$ cat src/hdl/serial_pkg.sv
// Register map, field positions, reset values and sampling figures
// of the serial controller. Assumes a 32-bit AXI4-Lite host bus.
package serial_pkg;
  localparam logic [7:0] BAUD_OFS  = 8'h6C;
  localparam logic [7:0] CTRL1_OFS = 8'h70;
  localparam logic [7:0] STAT1_OFS = 8'h74;
  localparam logic [7:0] CTRL2_OFS = 8'h78;
  localparam logic [7:0] STAT2_OFS = 8'h7C;
  localparam logic [7:0] DATA_OFS  = 8'h80;
  // serial_status_one
  localparam int F_TX_BUF_EMPTY_FLAG = 7;
  localparam int F_TC   = 6;
  localparam int F_RX_FULL_FLAG = 5;
  localparam int F_IDLE = 4;
  localparam int F_OVR  = 3;
  localparam int F_NF   = 2;
  localparam int F_FE   = 1;
  localparam int F_PF   = 0;
  localparam logic [7:0] STAT1_RST = 8'hC0;
  // serial_control_two
  localparam int C2_TIE  = 7;
  localparam int C2_TX_DONE_IRQ_EN = 6;
  localparam int C2_RIE  = 5;
  localparam int C2_IDLE_IRQ_EN = 4;
  localparam int C2_TE   = 3;
  localparam int C2_RE   = 2;
  localparam int C2_RWU  = 1;
  localparam int C2_SBK  = 0;
  // Control one: word size, wake method, parity
  localparam int C1_M    = 4;
  localparam int C1_WAKE = 3;
  localparam int C1_PE   = 1;
  localparam int C1_PT   = 0;
  localparam logic [7:0] CTRL_RST = 8'h00;
  localparam int S2_RAF = 0;
  // Sixteen sample ticks per bit, majority of samples 7..9
  localparam logic [3:0] OVS_LAST = 4'hF;
  localparam logic [3:0] SMP_A    = 4'h7;
  localparam logic [3:0] SMP_C    = 4'h9;
  localparam logic [3:0] LEN8     = 4'hA;
  localparam logic [3:0] LEN9     = 4'hB;
  localparam logic [1:0] RESP_OKAY   = 2'h0;
  localparam logic [1:0] RESP_SLVERR = 2'h2;
endpackage

$ cat src/hdl/async_serial_ctrl_status.sv
// Asynchronous serial controller: AXI4-Lite register file, status
// flags, flag-clearing sequence, wakeup and interrupt request.
// Assumes a push-pull transmit pin and an asynchronous receive pin.
`timescale 1ns/10ps
module async_serial_ctrl_status
  import serial_pkg::*;
#(
  parameter int          ADDR_W   = 8,
  parameter logic [12:0] BAUD_RST = 13'h001A
)
(
  input  wire logic              ref_clk,
  input  wire logic              rst_n,
  input  wire logic              ce,
  input  wire logic [ADDR_W-1:0] s_axi_awaddr,
  input  wire logic              s_axi_awvalid,
  output logic                   s_axi_awready,
  input  wire logic [31:0]       s_axi_wdata,
  input  wire logic [3:0]        s_axi_wstrb,
  input  wire logic              s_axi_wvalid,
  output logic                   s_axi_wready,
  output logic [1:0]             s_axi_bresp,
  output logic                   s_axi_bvalid,
  input  wire logic              s_axi_bready,
  input  wire logic [ADDR_W-1:0] s_axi_araddr,
  input  wire logic              s_axi_arvalid,
  output logic                   s_axi_arready,
  output logic [31:0]            s_axi_rdata,
  output logic [1:0]             s_axi_rresp,
  output logic                   s_axi_rvalid,
  input  wire logic              s_axi_rready,
  input  wire logic              rxd,
  output logic                   txd,
  output logic                   irq
);
  if (ADDR_W < 8) begin : g_addr_chk
    $error("ADDR_W must reach the register map");
  end

  function automatic logic [15:0] merge16(input logic [15:0] old,
                                          input logic [31:0] wd,
                                          input logic [3:0]  sb);
    merge16 = {sb[1] ? wd[15:8] : old[15:8], sb[0] ? wd[7:0] : old[7:0]};
  endfunction

  // Bus slave state
  logic [ADDR_W-1:0] aw_addr_r;
  logic              aw_hold_r;
  logic [31:0]       w_data_r;
  logic [3:0]        w_strb_r;
  logic              w_hold_r;
  logic              bvalid_r;
  logic [1:0]        bresp_r;
  logic              rvalid_r;
  logic [1:0]        rresp_r;
  logic [31:0]       rdata_r;

  // Registers and flags
  logic [12:0] baud_r;
  logic [12:0] baud_cnt_r;
  logic [7:0]  ctrl_one_r;
  logic [7:0]  ctrl_two_r;
  logic [8:0]  tdr_r;
  logic [8:0]  rdr_r;
  logic [7:0]  flags_r;
  logic [7:0]  flags_nxt;
  logic [7:0]  arm_r;
  logic [7:0]  flag_set;
  logic [7:0]  flag_clr;
  logic        tx_act_d_r;
  logic        rxd_m_r;
  logic        rxd_s_r;
  logic        irq_r;

  // Sub-block wires
  logic        tick;
  logic        take;
  logic        tx_busy;
  logic        rx_done;
  logic [8:0]  rx_data;
  logic        rx_fe;
  logic        rx_nf;
  logic        rx_pe;
  logic        rx_idle;
  logic        rx_act;

  // Handshakes stall while the clock enable freezes the block
  assign s_axi_awready = ce && !aw_hold_r && !bvalid_r;
  assign s_axi_wready  = ce && !w_hold_r && !bvalid_r;
  assign s_axi_arready = ce && !rvalid_r;
  assign s_axi_bvalid  = bvalid_r;
  assign s_axi_bresp   = bresp_r;
  assign s_axi_rvalid  = rvalid_r;
  assign s_axi_rresp   = rresp_r;
  assign s_axi_rdata   = rdata_r;
  assign irq           = irq_r;

  wire aw_hs = s_axi_awvalid && s_axi_awready;
  wire w_hs  = s_axi_wvalid && s_axi_wready;
  wire ar_hs = s_axi_arvalid && s_axi_arready;
  wire do_wr = ce && aw_hold_r && w_hold_r && !bvalid_r;

  // Write decode
  wire aw_baud = aw_addr_r == ADDR_W'(BAUD_OFS);
  wire aw_c1   = aw_addr_r == ADDR_W'(CTRL1_OFS);
  wire aw_s1   = aw_addr_r == ADDR_W'(STAT1_OFS);
  wire aw_c2   = aw_addr_r == ADDR_W'(CTRL2_OFS);
  wire aw_s2   = aw_addr_r == ADDR_W'(STAT2_OFS);
  wire aw_dat  = aw_addr_r == ADDR_W'(DATA_OFS);
  wire aw_ok   = aw_baud || aw_c1 || aw_s1 || aw_c2 || aw_s2 || aw_dat;
  wire wr_baud = do_wr && aw_baud;
  wire wr_c1   = do_wr && aw_c1;
  wire wr_c2   = do_wr && aw_c2;
  wire wr_data = do_wr && aw_dat && (|w_strb_r[1:0]);

  wire [15:0] m_baud = merge16({3'h0, baud_r}, w_data_r, w_strb_r);
  wire [15:0] m_c1   = merge16({8'h00, ctrl_one_r}, w_data_r, w_strb_r);
  wire [15:0] m_c2   = merge16({8'h00, ctrl_two_r}, w_data_r, w_strb_r);
  wire [15:0] m_dat  = merge16({7'h00, tdr_r}, w_data_r, w_strb_r);

  // Read decode
  wire ar_baud = s_axi_araddr == ADDR_W'(BAUD_OFS);
  wire ar_c1   = s_axi_araddr == ADDR_W'(CTRL1_OFS);
  wire ar_s1   = s_axi_araddr == ADDR_W'(STAT1_OFS);
  wire ar_c2   = s_axi_araddr == ADDR_W'(CTRL2_OFS);
  wire ar_s2   = s_axi_araddr == ADDR_W'(STAT2_OFS);
  wire ar_dat  = s_axi_araddr == ADDR_W'(DATA_OFS);
  wire ar_ok   = ar_baud || ar_c1 || ar_s1 || ar_c2 || ar_s2 || ar_dat;
  wire rd_stat1 = ce && ar_hs && ar_s1;
  wire [7:0] stat2 = 8'(rx_act) << S2_RAF;
  wire [31:0] rd_val = ar_baud ? {19'h0, baud_r} :
                       ar_c1   ? {24'h0, ctrl_one_r} :
                       ar_s1   ? {24'h0, flags_r} :
                       ar_c2   ? {24'h0, ctrl_two_r} :
                       ar_s2   ? {24'h0, stat2} :
                       ar_dat  ? {23'h0, rdr_r} : 32'h0;

  // Control fields
  wire tx_on      = ctrl_two_r[C2_TE];
  wire rx_on      = ctrl_two_r[C2_RE];
  wire rx_sleep   = ctrl_two_r[C2_RWU];
  wire word9      = ctrl_one_r[C1_M];
  wire wake_addr  = ctrl_one_r[C1_WAKE];
  wire parity_on  = ctrl_one_r[C1_PE];
  wire parity_odd = ctrl_one_r[C1_PT];
  wire brk_req    = wr_c2 && m_c2[C2_SBK];

  // Baud prescaler: one sample tick every baud_r cycles, zero acts as one
  assign tick = ({1'b0, baud_cnt_r} + 14'h0001) >= {1'b0, baud_r};

  // Receive acceptance and wakeup
  wire rx_msb   = word9 ? rx_data[8] : rx_data[7];
  wire wake_hit = rx_sleep && wake_addr && rx_done && rx_msb;
  wire accept   = rx_on && rx_done && (!rx_sleep || wake_hit);
  wire hw_wake  = wake_hit || (rx_sleep && !wake_addr && rx_idle);

  // Transmitter busy while any frame, preamble, break or data is pending
  wire tx_act = tx_busy || (tx_on && !flags_r[F_TX_BUF_EMPTY_FLAG]);

  always_comb begin
    flag_set         = 8'h00;
    flag_set[F_TX_BUF_EMPTY_FLAG] = take && !wr_data;
    flag_set[F_TC]   = tx_act_d_r && !tx_act;
    flag_set[F_RX_FULL_FLAG] = accept && !flags_r[F_RX_FULL_FLAG];
    flag_set[F_OVR]  = accept && flags_r[F_RX_FULL_FLAG];
    flag_set[F_IDLE] = rx_on && rx_idle && !rx_sleep;
    flag_set[F_NF]   = accept && rx_nf;
    flag_set[F_FE]   = accept && rx_fe;
    flag_set[F_PF]   = accept && rx_pe;
  end

  always_comb begin
    flag_clr         = {8{wr_data}} & arm_r;
    flag_clr[F_TX_BUF_EMPTY_FLAG] = flag_clr[F_TX_BUF_EMPTY_FLAG] | wr_data;
    flag_clr[F_TC]   = flag_clr[F_TC] | tx_act;
    flag_clr[F_PF]   = flag_clr[F_PF] | rd_stat1;
  end

  // A flag event other than a take during a data write survives a clear in the same cycle
  assign flags_nxt = flag_set | (flags_r & ~flag_clr);

  wire irq_nxt = (flags_r[F_TX_BUF_EMPTY_FLAG] && ctrl_two_r[C2_TIE]) ||
                 (flags_r[F_TC] && ctrl_two_r[C2_TX_DONE_IRQ_EN]) ||
                 (!rx_sleep && ctrl_two_r[C2_RIE] &&
                  (flags_r[F_RX_FULL_FLAG] || flags_r[F_OVR])) ||
                 (!rx_sleep && ctrl_two_r[C2_IDLE_IRQ_EN] && flags_r[F_IDLE]);

  always_ff @(posedge ref_clk or negedge rst_n) begin
    if (!rst_n) begin
      aw_addr_r <= '0;
      aw_hold_r <= 1'b0;
      w_data_r  <= 32'h0;
      w_strb_r  <= 4'h0;
      w_hold_r  <= 1'b0;
      bvalid_r  <= 1'b0;
      bresp_r   <= RESP_OKAY;
      rvalid_r  <= 1'b0;
      rresp_r   <= RESP_OKAY;
      rdata_r   <= 32'h0;
    end else if (ce) begin
      if (aw_hs) aw_addr_r <= s_axi_awaddr;
      if (w_hs) w_data_r <= s_axi_wdata;
      if (w_hs) w_strb_r <= s_axi_wstrb;
      aw_hold_r <= do_wr ? 1'b0 : (aw_hold_r || aw_hs);
      w_hold_r  <= do_wr ? 1'b0 : (w_hold_r || w_hs);
      if (do_wr) begin
        bvalid_r <= 1'b1;
        bresp_r  <= aw_ok ? RESP_OKAY : RESP_SLVERR;
      end else if (s_axi_bready) bvalid_r <= 1'b0;
      if (ar_hs) begin
        rvalid_r <= 1'b1;
        rdata_r  <= rd_val;
        rresp_r  <= ar_ok ? RESP_OKAY : RESP_SLVERR;
      end else if (s_axi_rready) rvalid_r <= 1'b0;
    end
  end

  always_ff @(posedge ref_clk or negedge rst_n) begin
    if (!rst_n) begin
      baud_r     <= BAUD_RST;
      ctrl_one_r <= CTRL_RST;
      tdr_r      <= 9'h000;
      baud_cnt_r <= 13'h0000;
    end else if (ce) begin
      if (wr_baud) baud_r <= m_baud[12:0];
      if (wr_c1) ctrl_one_r <= m_c1[7:0];
      if (wr_data) tdr_r <= m_dat[8:0];
      baud_cnt_r <= tick ? 13'h0000 : baud_cnt_r + 13'h0001;
    end
  end

  always_ff @(posedge ref_clk or negedge rst_n) begin
    if (!rst_n) begin
      ctrl_two_r <= CTRL_RST;
    end else if (ce) begin
      if (wr_c2) ctrl_two_r <= m_c2[7:0];
      else if (hw_wake) ctrl_two_r[C2_RWU] <= 1'b0;
    end
  end

  always_ff @(posedge ref_clk or negedge rst_n) begin
    if (!rst_n) begin
      flags_r    <= STAT1_RST;
      arm_r      <= 8'h00;
      rdr_r      <= 9'h000;
      tx_act_d_r <= 1'b0;
      irq_r      <= 1'b0;
    end else if (ce) begin
      flags_r    <= flags_nxt;
      arm_r      <= rd_stat1 ? flags_r : (wr_data ? 8'h00 : arm_r);
      if (flag_set[F_RX_FULL_FLAG]) rdr_r <= rx_data;
      tx_act_d_r <= tx_act;
      irq_r      <= irq_nxt;
    end
  end

  // Two-stage synchroniser; only the second stage feeds the receiver
  always_ff @(posedge ref_clk or negedge rst_n) begin
    if (!rst_n) begin
      rxd_m_r <= 1'b1;
      rxd_s_r <= 1'b1;
    end else if (ce) begin
      rxd_m_r <= rxd;
      rxd_s_r <= rxd_m_r;
    end
  end

  ser_tx u_tx (
    .ref_clk    (ref_clk),
    .rst_n      (rst_n),
    .ce         (ce),
    .tick       (tick),
    .tx_on      (tx_on),
    .break_send (ctrl_two_r[C2_SBK]),
    .brk_req    (brk_req),
    .word9      (word9),
    .parity_on  (parity_on),
    .parity_odd (parity_odd),
    .data_ok    (!flags_r[F_TX_BUF_EMPTY_FLAG]),
    .data       (tdr_r),
    .take       (take),
    .busy       (tx_busy),
    .txd        (txd)
  );

  ser_rx u_rx (
    .ref_clk    (ref_clk),
    .rst_n      (rst_n),
    .ce         (ce),
    .tick       (tick),
    .rxd        (rxd_s_r),
    .rx_on      (rx_on),
    .word9      (word9),
    .parity_on  (parity_on),
    .parity_odd (parity_odd),
    .done_r     (rx_done),
    .data_r     (rx_data),
    .fe_r       (rx_fe),
    .nf_r       (rx_nf),
    .pe_r       (rx_pe),
    .idle_r     (rx_idle),
    .active     (rx_act)
  );
endmodule

$ cat src/hdl/ser_rx.sv
// Receive sampler: start search, three-sample majority, error checks
// and idle-line detection. Assumes rxd is already synchronised.
`timescale 1ns/10ps
module ser_rx
  import serial_pkg::*;
(
  input  wire logic       ref_clk,
  input  wire logic       rst_n,
  input  wire logic       ce,
  input  wire logic       tick,
  input  wire logic       rxd,
  input  wire logic       rx_on,
  input  wire logic       word9,
  input  wire logic       parity_on,
  input  wire logic       parity_odd,
  output logic            done_r,
  output logic [8:0]      data_r,
  output logic            fe_r,
  output logic            nf_r,
  output logic            pe_r,
  output logic            idle_r,
  output logic            active
);
  typedef enum logic {R_IDLE, R_FRAME} rx_state_t;
  rx_state_t   st_r;
  logic [3:0]  sub_r;
  logic [3:0]  idx_r;
  logic [2:0]  smp_r;
  logic [8:0]  sh_r;
  logic        nz_r;
  logic        arm_r;
  logic [7:0]  ones_r;
  wire [3:0] last  = (word9 ? LEN9 : LEN8) - 4'h1;
  wire [7:0] itks  = {word9 ? LEN9 : LEN8, 4'h0};
  wire       maj   = (smp_r[0] & smp_r[1]) | (smp_r[0] & smp_r[2]) | (smp_r[1] & smp_r[2]);
  wire       split = !(&smp_r) && (|smp_r);
  wire       bnd   = tick && (st_r == R_FRAME) && (sub_r == OVS_LAST);
  wire [8:0] dat   = word9 ? sh_r : {1'b0, sh_r[8:1]};
  wire       pbad  = parity_on && ((word9 ? ^sh_r : ^sh_r[8:1]) != parity_odd);
  assign active = (st_r == R_FRAME);
  always_ff @(posedge ref_clk or negedge rst_n) begin
    if (!rst_n) begin
      st_r <= R_IDLE;
      {sub_r, idx_r, smp_r, sh_r, nz_r, arm_r, ones_r} <= '0;
      {done_r, data_r, fe_r, nf_r, pe_r, idle_r} <= '0;
    end else if (ce) begin
      done_r <= 1'b0;
      idle_r <= 1'b0;
      if (!rx_on) begin
        st_r   <= R_IDLE;
        arm_r  <= 1'b0;
        ones_r <= 8'h00;
      end else begin
        case (st_r)
          R_IDLE: if (tick) begin
            ones_r <= rxd ? ones_r + 8'h01 : 8'h00;
            if (!rxd) begin
              st_r  <= R_FRAME;
              sub_r <= 4'h0;
              idx_r <= 4'h0;
              nz_r  <= 1'b0;
            end else if (arm_r && ones_r == itks - 8'h01) begin
              idle_r <= 1'b1;
              arm_r  <= 1'b0;
            end
          end
          R_FRAME: if (tick) begin
            sub_r <= sub_r + 4'h1;
            if (sub_r >= SMP_A && sub_r <= SMP_C) smp_r <= {rxd, smp_r[2:1]};
            if (bnd) begin
              nz_r  <= nz_r | split;
              idx_r <= idx_r + 4'h1;
              if (idx_r == 4'h0 && maj) st_r <= R_IDLE;
              else if (idx_r == last) begin
                st_r   <= R_IDLE;
                done_r <= 1'b1;
                data_r <= dat;
                fe_r   <= !maj;
                nf_r   <= nz_r | split;
                pe_r   <= pbad;
                arm_r  <= 1'b1;
                ones_r <= 8'h00;
              end else if (idx_r != 4'h0) sh_r <= {maj, sh_r[8:1]};
            end
          end
          default: st_r <= R_IDLE;
        endcase
      end
    end
  end
endmodule

$ cat src/hdl/ser_tx.sv
// Transmit sequencer: idle preamble, break frames and data frames.
// Assumes tick is a one-cycle pulse at sixteen times the bit rate.
`timescale 1ns/10ps
module ser_tx
  import serial_pkg::*;
(
  input  wire logic       ref_clk,
  input  wire logic       rst_n,
  input  wire logic       ce,
  input  wire logic       tick,
  input  wire logic       tx_on,
  input  wire logic       break_send,
  input  wire logic       brk_req,
  input  wire logic       word9,
  input  wire logic       parity_on,
  input  wire logic       parity_odd,
  input  wire logic       data_ok,
  input  wire logic [8:0] data,
  output logic            take,
  output logic            busy,
  output logic            txd
);
  logic [3:0]  sub_r;
  logic [10:0] sh_r;
  logic [3:0]  left_r;
  logic        on_d_r;
  logic        pre_r;
  logic        brk_r;
  wire [3:0]  len     = word9 ? LEN9 : LEN8;
  wire        bnd     = tick && (sub_r == OVS_LAST);
  wire        frm_end = bnd && (left_r <= 4'h1);
  wire        brk_go  = brk_r || break_send;
  wire        par     = (word9 ? ^data[7:0] : ^data[6:0]) ^ parity_odd;
  wire [8:0]  dp      = !parity_on ? data :
                        word9 ? {par, data[7:0]} : {1'b0, par, data[6:0]};
  wire [10:0] dfrm    = word9 ? {1'b1, dp, 1'b0} : {2'h3, dp[7:0], 1'b0};
  wire [10:0] bfrm    = word9 ? 11'h000 : 11'h400;
  assign take = tx_on && frm_end && !pre_r && !brk_go && data_ok;
  assign busy = (left_r != 4'h0) || pre_r || brk_r || (tx_on && break_send);
  assign txd  = sh_r[0];
  always_ff @(posedge ref_clk or negedge rst_n) begin
    if (!rst_n) begin
      sub_r  <= 4'h0;
      sh_r   <= 11'h7FF;
      left_r <= 4'h0;
      on_d_r <= 1'b0;
      pre_r  <= 1'b0;
      brk_r  <= 1'b0;
    end else if (ce) begin
      on_d_r <= tx_on;
      // Bit clock runs freely while enabled, so a short break pulse is held in brk_r until the next frame boundary
      sub_r  <= !tx_on ? 4'h0 : sub_r + {3'h0, tick};
      pre_r  <= tx_on && (!on_d_r || (pre_r && !frm_end));
      brk_r  <= tx_on && (brk_req || (brk_r && !(frm_end && !pre_r)));
      if (!tx_on) begin
        sh_r   <= 11'h7FF;
        left_r <= 4'h0;
      end else if (frm_end) begin
        left_r <= (pre_r || brk_go || data_ok) ? len : 4'h0;
        if (pre_r) sh_r <= 11'h7FF;
        else if (brk_go) sh_r <= bfrm;
        else if (data_ok) sh_r <= dfrm;
        else sh_r <= 11'h7FF;
      end else if (bnd && left_r != 4'h0) begin
        sh_r   <= {1'b1, sh_r[10:1]};
        left_r <= left_r - 4'h1;
      end
    end
  end
endmodule

$ cat config.mk
export PLATFORM = sky130hd
export DESIGN_NAME = async_serial_ctrl_status
export DESIGN_NICKNAME = d
export VERILOG_FILES = /design/src/hdl/serial_pkg.sv /design/src/hdl/async_serial_ctrl_status.sv /design/src/hdl/ser_rx.sv /design/src/hdl/ser_tx.sv
export SDC_FILE = /design/constraint.sdc
export NUM_CORES = 1
export LEC_CHECK = 0
export ABC_AREA = 1
export BUFFER_PORTS_ARGS = -buffer_cell sky130_fd_sc_hd__buf_2
export CAP_MARGIN = 20
export CELL_PAD_IN_SITES_DETAIL_PLACEMENT = 0
export CELL_PAD_IN_SITES_GLOBAL_PLACEMENT = 1
export CORE_AREA = 2 2 139 155
export CTS_CLUSTER_SIZE = 25
export DETAILED_ROUTE_END_ITERATION = 6
export DIE_AREA = 0 0 141 157
export MAX_ROUTING_LAYER = met4
export PLACE_DENSITY_LB_ADDON = 0.1
export SETUP_SLACK_MARGIN = 0.02
export SYNTH_ARGS = -nofsm -noshare
export SYNTH_HDL_FRONTEND = slang
export SYNTH_SLANG_ARGS = --single-unit
$ cat constraint.sdc
create_clock -name ref_clk -period 6 [get_ports ref_clk]
set_input_delay 0.6 -clock ref_clk [delete_from_list [all_inputs] [get_ports ref_clk]]
set_output_delay 0.6 -clock ref_clk [all_outputs]
set_load 0.005 [all_outputs]
Word level (Yosys, flattened, before mapping)
Index checks and enable logic that the tools add are counted.
{ "word_totals": {"register_bits": 210, "elab_cells": 338} }
{ "op_classes": {"add_sub_neg": 9, "n_lt_le_gt_ge": 4, "eq_ne": 30, "mux": 88, "bitwise": 17, "n_reduce_logical": 144} }
{ "op_table": {"columns": ["operator", "n"], "rows": [
  ["8-bit by 7-bit == test with 1-bit output, second input constant", 10],
  ["11-bit 2-to-1 mux", 7],
  ["8-bit 2-to-1 mux", 9],
  ["9-bit 2-to-1 mux", 8],
  ["1-bit logical AND", 62],
  ["1-bit 2-to-1 mux", 42],
  ["4-bit 2-to-1 mux", 10],
  ["1-bit logical OR", 27],
  ["13-bit 2-to-1 mux", 2],
  ["3-bit AND reduction", 8],
  ["2-bit AND reduction", 10],
  ["3-bit inequality test, second input constant", 6],
  ["1-bit logical NOT", 17],
  ["8-bit bitwise AND", 2],
  ["8-bit == test, second input constant", 2],
  ["4-bit one-hot mux with 2 select lines", 2],
  ["8-bit one-hot mux with 2 select lines", 1],
  ["8-bit AND reduction", 2],
  ["8-bit parity", 2],
  ["13-bit by 1-bit adder with 14-bit output, second input constant", 1],
  ["14-bit by 13-bit >= comparator with 1-bit output", 1],
  ["13-bit by 1-bit adder with 13-bit output, second input constant", 1],
  ["6-bit AND reduction", 2],
  ["10-bit 2-to-1 mux", 1],
  ["32 further kinds", 57]
]} }

Depth between registers and ports, before layout
{ "logic_depth": {"ltp_word": 11, "ltp_mapped": 24, "mapped_depth_nobuf": 23} }

Modules after synthesis
Synthesis repeated with hierarchy kept, for this count alone.
{ "hier_totals": {"cells_unflattened": 1289, "area_unflattened_um2": 10375.0} }
{ "by_module_without_submodules": {"columns": ["mod", "instances", "cells_per_inst", "area_per_inst_um2", "seq_area_each_um2"], "rows": [
  ["async_serial_ctrl_status", 1, 776, 6308.6, 3036.7],
  ["ser_rx", 1, 318, 2620.0, 1126.1],
  ["ser_tx", 1, 195, 1446.4, 564.3]
]} }

Least setup slack after synthesis
Ideal clock, no wire load.
{ "synth_path": {"kind": "register -> register", "from": "register baud_cnt_r[0]", "to": "register u_tx.sub_r[1]", "arrival_ns": 2.858, "t_required_ns": 5.879, "path_slack_ns": 3.021, "path_stages_with_launch": 20, "path_buffers": 1, "synth_period_minus_slack_ns": 2.979, "cell_sequence": "dfrtp_1 > ha_1 > nand2_1 > nor2_1 > inv_1 > nor2_1 > nand3_1 > nor2_1 > nand3_1 > xor2_1 > inv_1 > ha_1 > a21oi_1 > nand3_1 > inv_2 > nand2_4 > buf_6 > ha_1 > ha_1 > a22o_1"} }
{ "synth_between": {"elab_chain_cells": 4} }
{ "synth_rtl": {"columns": ["element", "line", "text"], "rows": [
  ["start, declared", "async_serial_ctrl_status.sv:60", "logic [12:0] baud_cnt_r;"],
  ["start signal, assigned", "async_serial_ctrl_status.sv:228", "baud_cnt_r <= tick ? 13'h0000 : baud_cnt_r + 13'h0001;"],
  ["13-bit by 1-bit adder with 14-bit output", "async_serial_ctrl_status.sv:149", "assign tick = ({1'b0, baud_cnt_r} + 14'h0001) >= {1'b0, baud_r};"],
  ["14-bit by 13-bit >= comparator with 1-bit output", "async_serial_ctrl_status.sv:149", null],
  ["4-bit by 1-bit adder with 4-bit output", "ser_tx.sv:52", "sub_r <= !tx_on ? 4'h0 : sub_r + {3'h0, tick};"],
  ["4-bit 2-to-1 mux", "ser_tx.sv:52", null],
  ["end signal, assigned", "ser_tx.sv:52", null],
  ["end, declared", "ser_tx.sv:23", "logic [3:0] sub_r;"]
]} }
Every way passes these cells.
A chain may end at the register's enable or synchronous reset.

Final worst setup path
{ "layout_path": {"from": "register baud_cnt_r[0]", "to": "register u_rx.data_r[5]"} }
{ "layout_between": {"elab_chain_cells": 5} }
{ "layout_rtl": {"columns": ["element", "line", "text"], "rows": [
  ["13-bit by 1-bit adder with 14-bit output *", "async_serial_ctrl_status.sv:149", null],
  ["14-bit by 13-bit >= comparator with 1-bit output *", "async_serial_ctrl_status.sv:149", null],
  ["1-bit logical AND (2 in a row)", "ser_rx.sv:37", "wire bnd = tick && (st_r == R_FRAME) && (sub_r == OVS_LAST);"],
  ["7-bit AND reduction (no source line) *", null, null],
  ["end signal, assigned", "ser_rx.sv:77", "data_r <= dat;"],
  ["end, declared", "ser_rx.sv:17", "output logic [8:0] data_r,"]
]} }
Every way passes the cells marked *; elsewhere a longest branch is shown, timed or not.

==> impl_metrics.json <==
{
  "run_status": "completed",
  "critPathRequiredTime_ps": 6360,
  "postRouteAntennaNets": 0,
  "antenna_found_initial": 0,
  "fmax_mhz": 261.2,
  "reg2reg_depth": 19,
  "cts_made_buffers": 17,
  "crit_path_start_kind": "flop",
  "antenna_cells": 0,
  "routed_wl_um": 23500,
  "grt_max_degree": 123,
  "cts_root_buffer": "clkbuf_16",
  "cap_violations": 0,
  "reg2reg_slack_ps": 2170,
  "cts_tree": "done",
  "drive_gt1_frac": 0.1227,
  "ys_async_sr_fraction": 1.000,
  "io_pins": 104,
  "synthCells": 1180,
  "timing.final.max_slew_violations": 0,
  "ys_seq_area_frac": 0.4855,
  "clk_pin_slew_ps": 70,
  "tightestPinTransition_ps": 1023,
  "rsz0062_at_grt": "false",
  "die_y_um": 157,
  "path_depth": 19,
  "setup_violations": 0,
  "yosysWarnings": 0,
  "post_cts_buffers": 0,
  "syn_area_um2": 9737,
  "peakVddDrop_uv": 214.1,
  "hold_depth": 3,
  "synth_ff_type": "dfrtp_1",
  "cts-resized-gates": 0,
  "cp_common_cell": "nor2_1",
  "grt_pass1_vias": 7624,
  "finalClockSkew_ps": 14.68,
  "final_nets": 1320,
  "endpoint_kind": "flop",
  "dpl.hpwl_um": 16660,
  "gp_congestion": 0.8393,
  "min_path_type": "in2reg",
  "clock_path_buffers": 2,
  "drc_errors": 0,
  "global_route.overflow_total": 0,
  "cp_max_fo": 24,
  "hold_viol": 0,
  "grt_use_total": 0.2329,
  "routedWlPerCell_um": 15.64,
  "rows": 55,
  "die_w_um": 141,
  "critPathArrivalTime_ps": 4190,
  "powerDensity_nw_per_um2": 361.4,
  "clock_latency_ps": 440,
  "num_vias": 7713,
  "place_ws_ps": 2157,
  "setup_ws_ps": 2171,
  "die-area_um2": 22140,
  "path_cells": "ha_1 -> nand2_1 -> nor2_1 -> inv_1 -> nor2_1 -> nand3_1 -> nor2_1 -> nand3_1 -> xor2_1 -> inv_1 -> ha_1 -> nand2_1 -> nor2_1 -> nand2_2 -> nand2_4 -> nand4_1 -> nor2_2 -> o211ai_1 -> o21ai_0",
  "synth.avg_cell_area_um2": 8.252,
  "cpMaxStageDelayCell": "nor2_2",
  "core_area_um2": 20440,
  "ys_ff_latch": 188,
  "setup_tns_ps": 0,
  "drtIter0Drc": 490,
  "post-route-period-util": 0.6381,
  "fin_crit_ps": 3829,
  "htree_levels": 4,
  "drtPass1Iterations": 5,
  "syn_to_final_growth_pct": 10.85,
  "start_util": 0.4764,
  "synth-edff-count": 0,
  "slew_headroom": 0.3129,
  "critPathKind": "reg2reg",
  "via_per_inst": 5.132,
  "critical-path-top-delay-family": "simple AND/OR/NAND/NOR gates",
  "grt_pass1_wl_um": 39350,
  "crit_buf_inv": 2,
  "leakage_nw": 5.145,
  "port_buffers": 61,
  "synth_cell_types": 53,
  "cts_sinks": 188,
  "slowest_delay_ps": 670
}
## metal layers
metal  up-vias  wire length [um]  global-route usage
met1      3670             11110              0.3064
met2       106             11520              0.3821
li1       3918                 -                   -
met3        19               556             0.03194
met5         -                 0                   -
met4         0               318             0.06429
## synthesized netlist by cell type, types with 2 or more instances
cell,instances,area (um^2)
xor2_1,14,122.6
xnor2_1,10,87.58
or2_2,3,18.77
a21oi_1,32,160.2
a2bb2oi_1,5,43.79
inv_2,5,18.77
o31ai_1,6,45.04
o21ai_1,22,110.1
nor4_1,4,25.02
dfstp_2,18,473.0
nand2_4,3,33.78
nor2_1,70,262.8
nor3_1,13,65.06
nand2_2,3,18.77
nor2_2,6,37.54
and3_1,2,12.51
o22ai_1,19,118.9
dfrtp_1,170,4254
nand2_1,282,1059
o21ai_0,130,650.6
buf_4,25,187.7
o41ai_1,2,17.52
nand3b_1,4,30.03
nand4_1,12,75.07
a21o_1,2,15.01
inv_1,162,608.1
nand3_1,54,270.3
a221oi_1,6,52.55
o21a_1,2,15.01
clkbuf_1,18,67.56
o2111ai_1,2,17.52
nor2_4,4,45.04
o221ai_1,4,35.03
mux2_2,4,45.04
o211ai_1,9,67.56
ha_1,25,312.8
nand3_2,6,60.06
buf_2,4,20.02
buf_6,4,45.04
## power by group
part	switching, mW	internal, mW	total [mW]
sequential	0.193	1.54	1.74
clock	0.519	0.670	1.19
combinational	0.642	0.332	0.974
## state kept, by name, summed over array words and instances, names as in the netlist, 7 cells and up
name / count
baud_cnt_r: 13
u_rx.sh_r: 9
u_tx.sh_r: 11
u_rx.ones_r: 8
aw_addr_r: 8
ctrl_two_r: 8
s_axi_rdata: 13
baud_r: 13
ctrl_one_r: 8
u_rx.data_r: 9
w_data_r: 13
tdr_r: 9
flags_r: 8
arm_r: 7
rdr_r: 9
## kinds of logic after synthesis
logic type               share of synthesized area
adder cells (fa/ha/maj)                    0.03213
AO/OA/AOI/OAI                               0.1447
flip-flops                                  0.4855
buffers and inverters                      0.09727
multiplexers                              0.005654
other                                    0.0003851
AND/OR/NAND/NOR                             0.2128
XOR/XNOR                                   0.02159
## area by class of cell
| cell class | count | area, um^2 |
|---|---|---|
| Inverter | 167 | 626.9 |
| Timing Repair Buffer | 66 | 374.1 |
| Sequential cell | 188 | 4727 |
| Clock inverter | 13 | 163.9 |
| Multi-Input combinational cell | 794 | 4138 |
| Clock buffer | 19 | 442.9 |
| Fill cell | 2030 | 9646 |
| Tap cell | 256 | 320.3 |
## worst min-delay path, stage by stage
cell and delay, ps:
buf_2 70, nand2_1 40, o21ai_0 50
## repair_timing
item	CTS	global route
endpoints found under the hold margin	0	11
hold buffers	0	1
setup endpoints to repair	0	0
## layout by cell type (no fill, tap or decap), types with 17 or more instances in the layout
cell type	count
a21oi_1	32
buf_2	60
clkbuf_16	17
conb_1	21
dfrtp_1	170
dfstp_2	18
ha_1	25
inv_1	162
nand2_1	282
nand3_1	54
nor2_1	70
o21ai_0	130
o21ai_1	22
o22ai_1	19
## final timing paths
check                           startpoint             end
min in group asynchronous            rst_n  baud_cnt_r[12]
max reg2reg                  baud_cnt_r[0]  u_rx.data_r[5]
min reg2reg                        rxd_m_r         rxd_m_r
max                          baud_cnt_r[0]  u_rx.data_r[5]
max in group asynchronous            rst_n     w_data_r[1]
min                        s_axi_wdata[11]    w_data_r[11]
## through the flow
| stage | hold WS [ps] | std cells | power (mW) | utilization | area [um^2] |
|---|---|---|---|---|---|
| after floorplan | 304.4 | 1200 | 2.448 | - | 9812 |
| after global placement | 453.6 | 1469 | 2.725 | 0.4965 | 10150 |
| after detailed placement | 457.2 | 1469 | 2.742 | 0.4965 | 10150 |
| after CTS | 356.5 | 1501 | 3.937 | 0.5262 | 10760 |
| after global routing | 387.5 | 1503 | 4.177 | 0.5281 | 10790 |
| final | 360.6 | 1503 | 3.900 | 0.5281 | 10790 |
(Power assumes the default switching activity.)
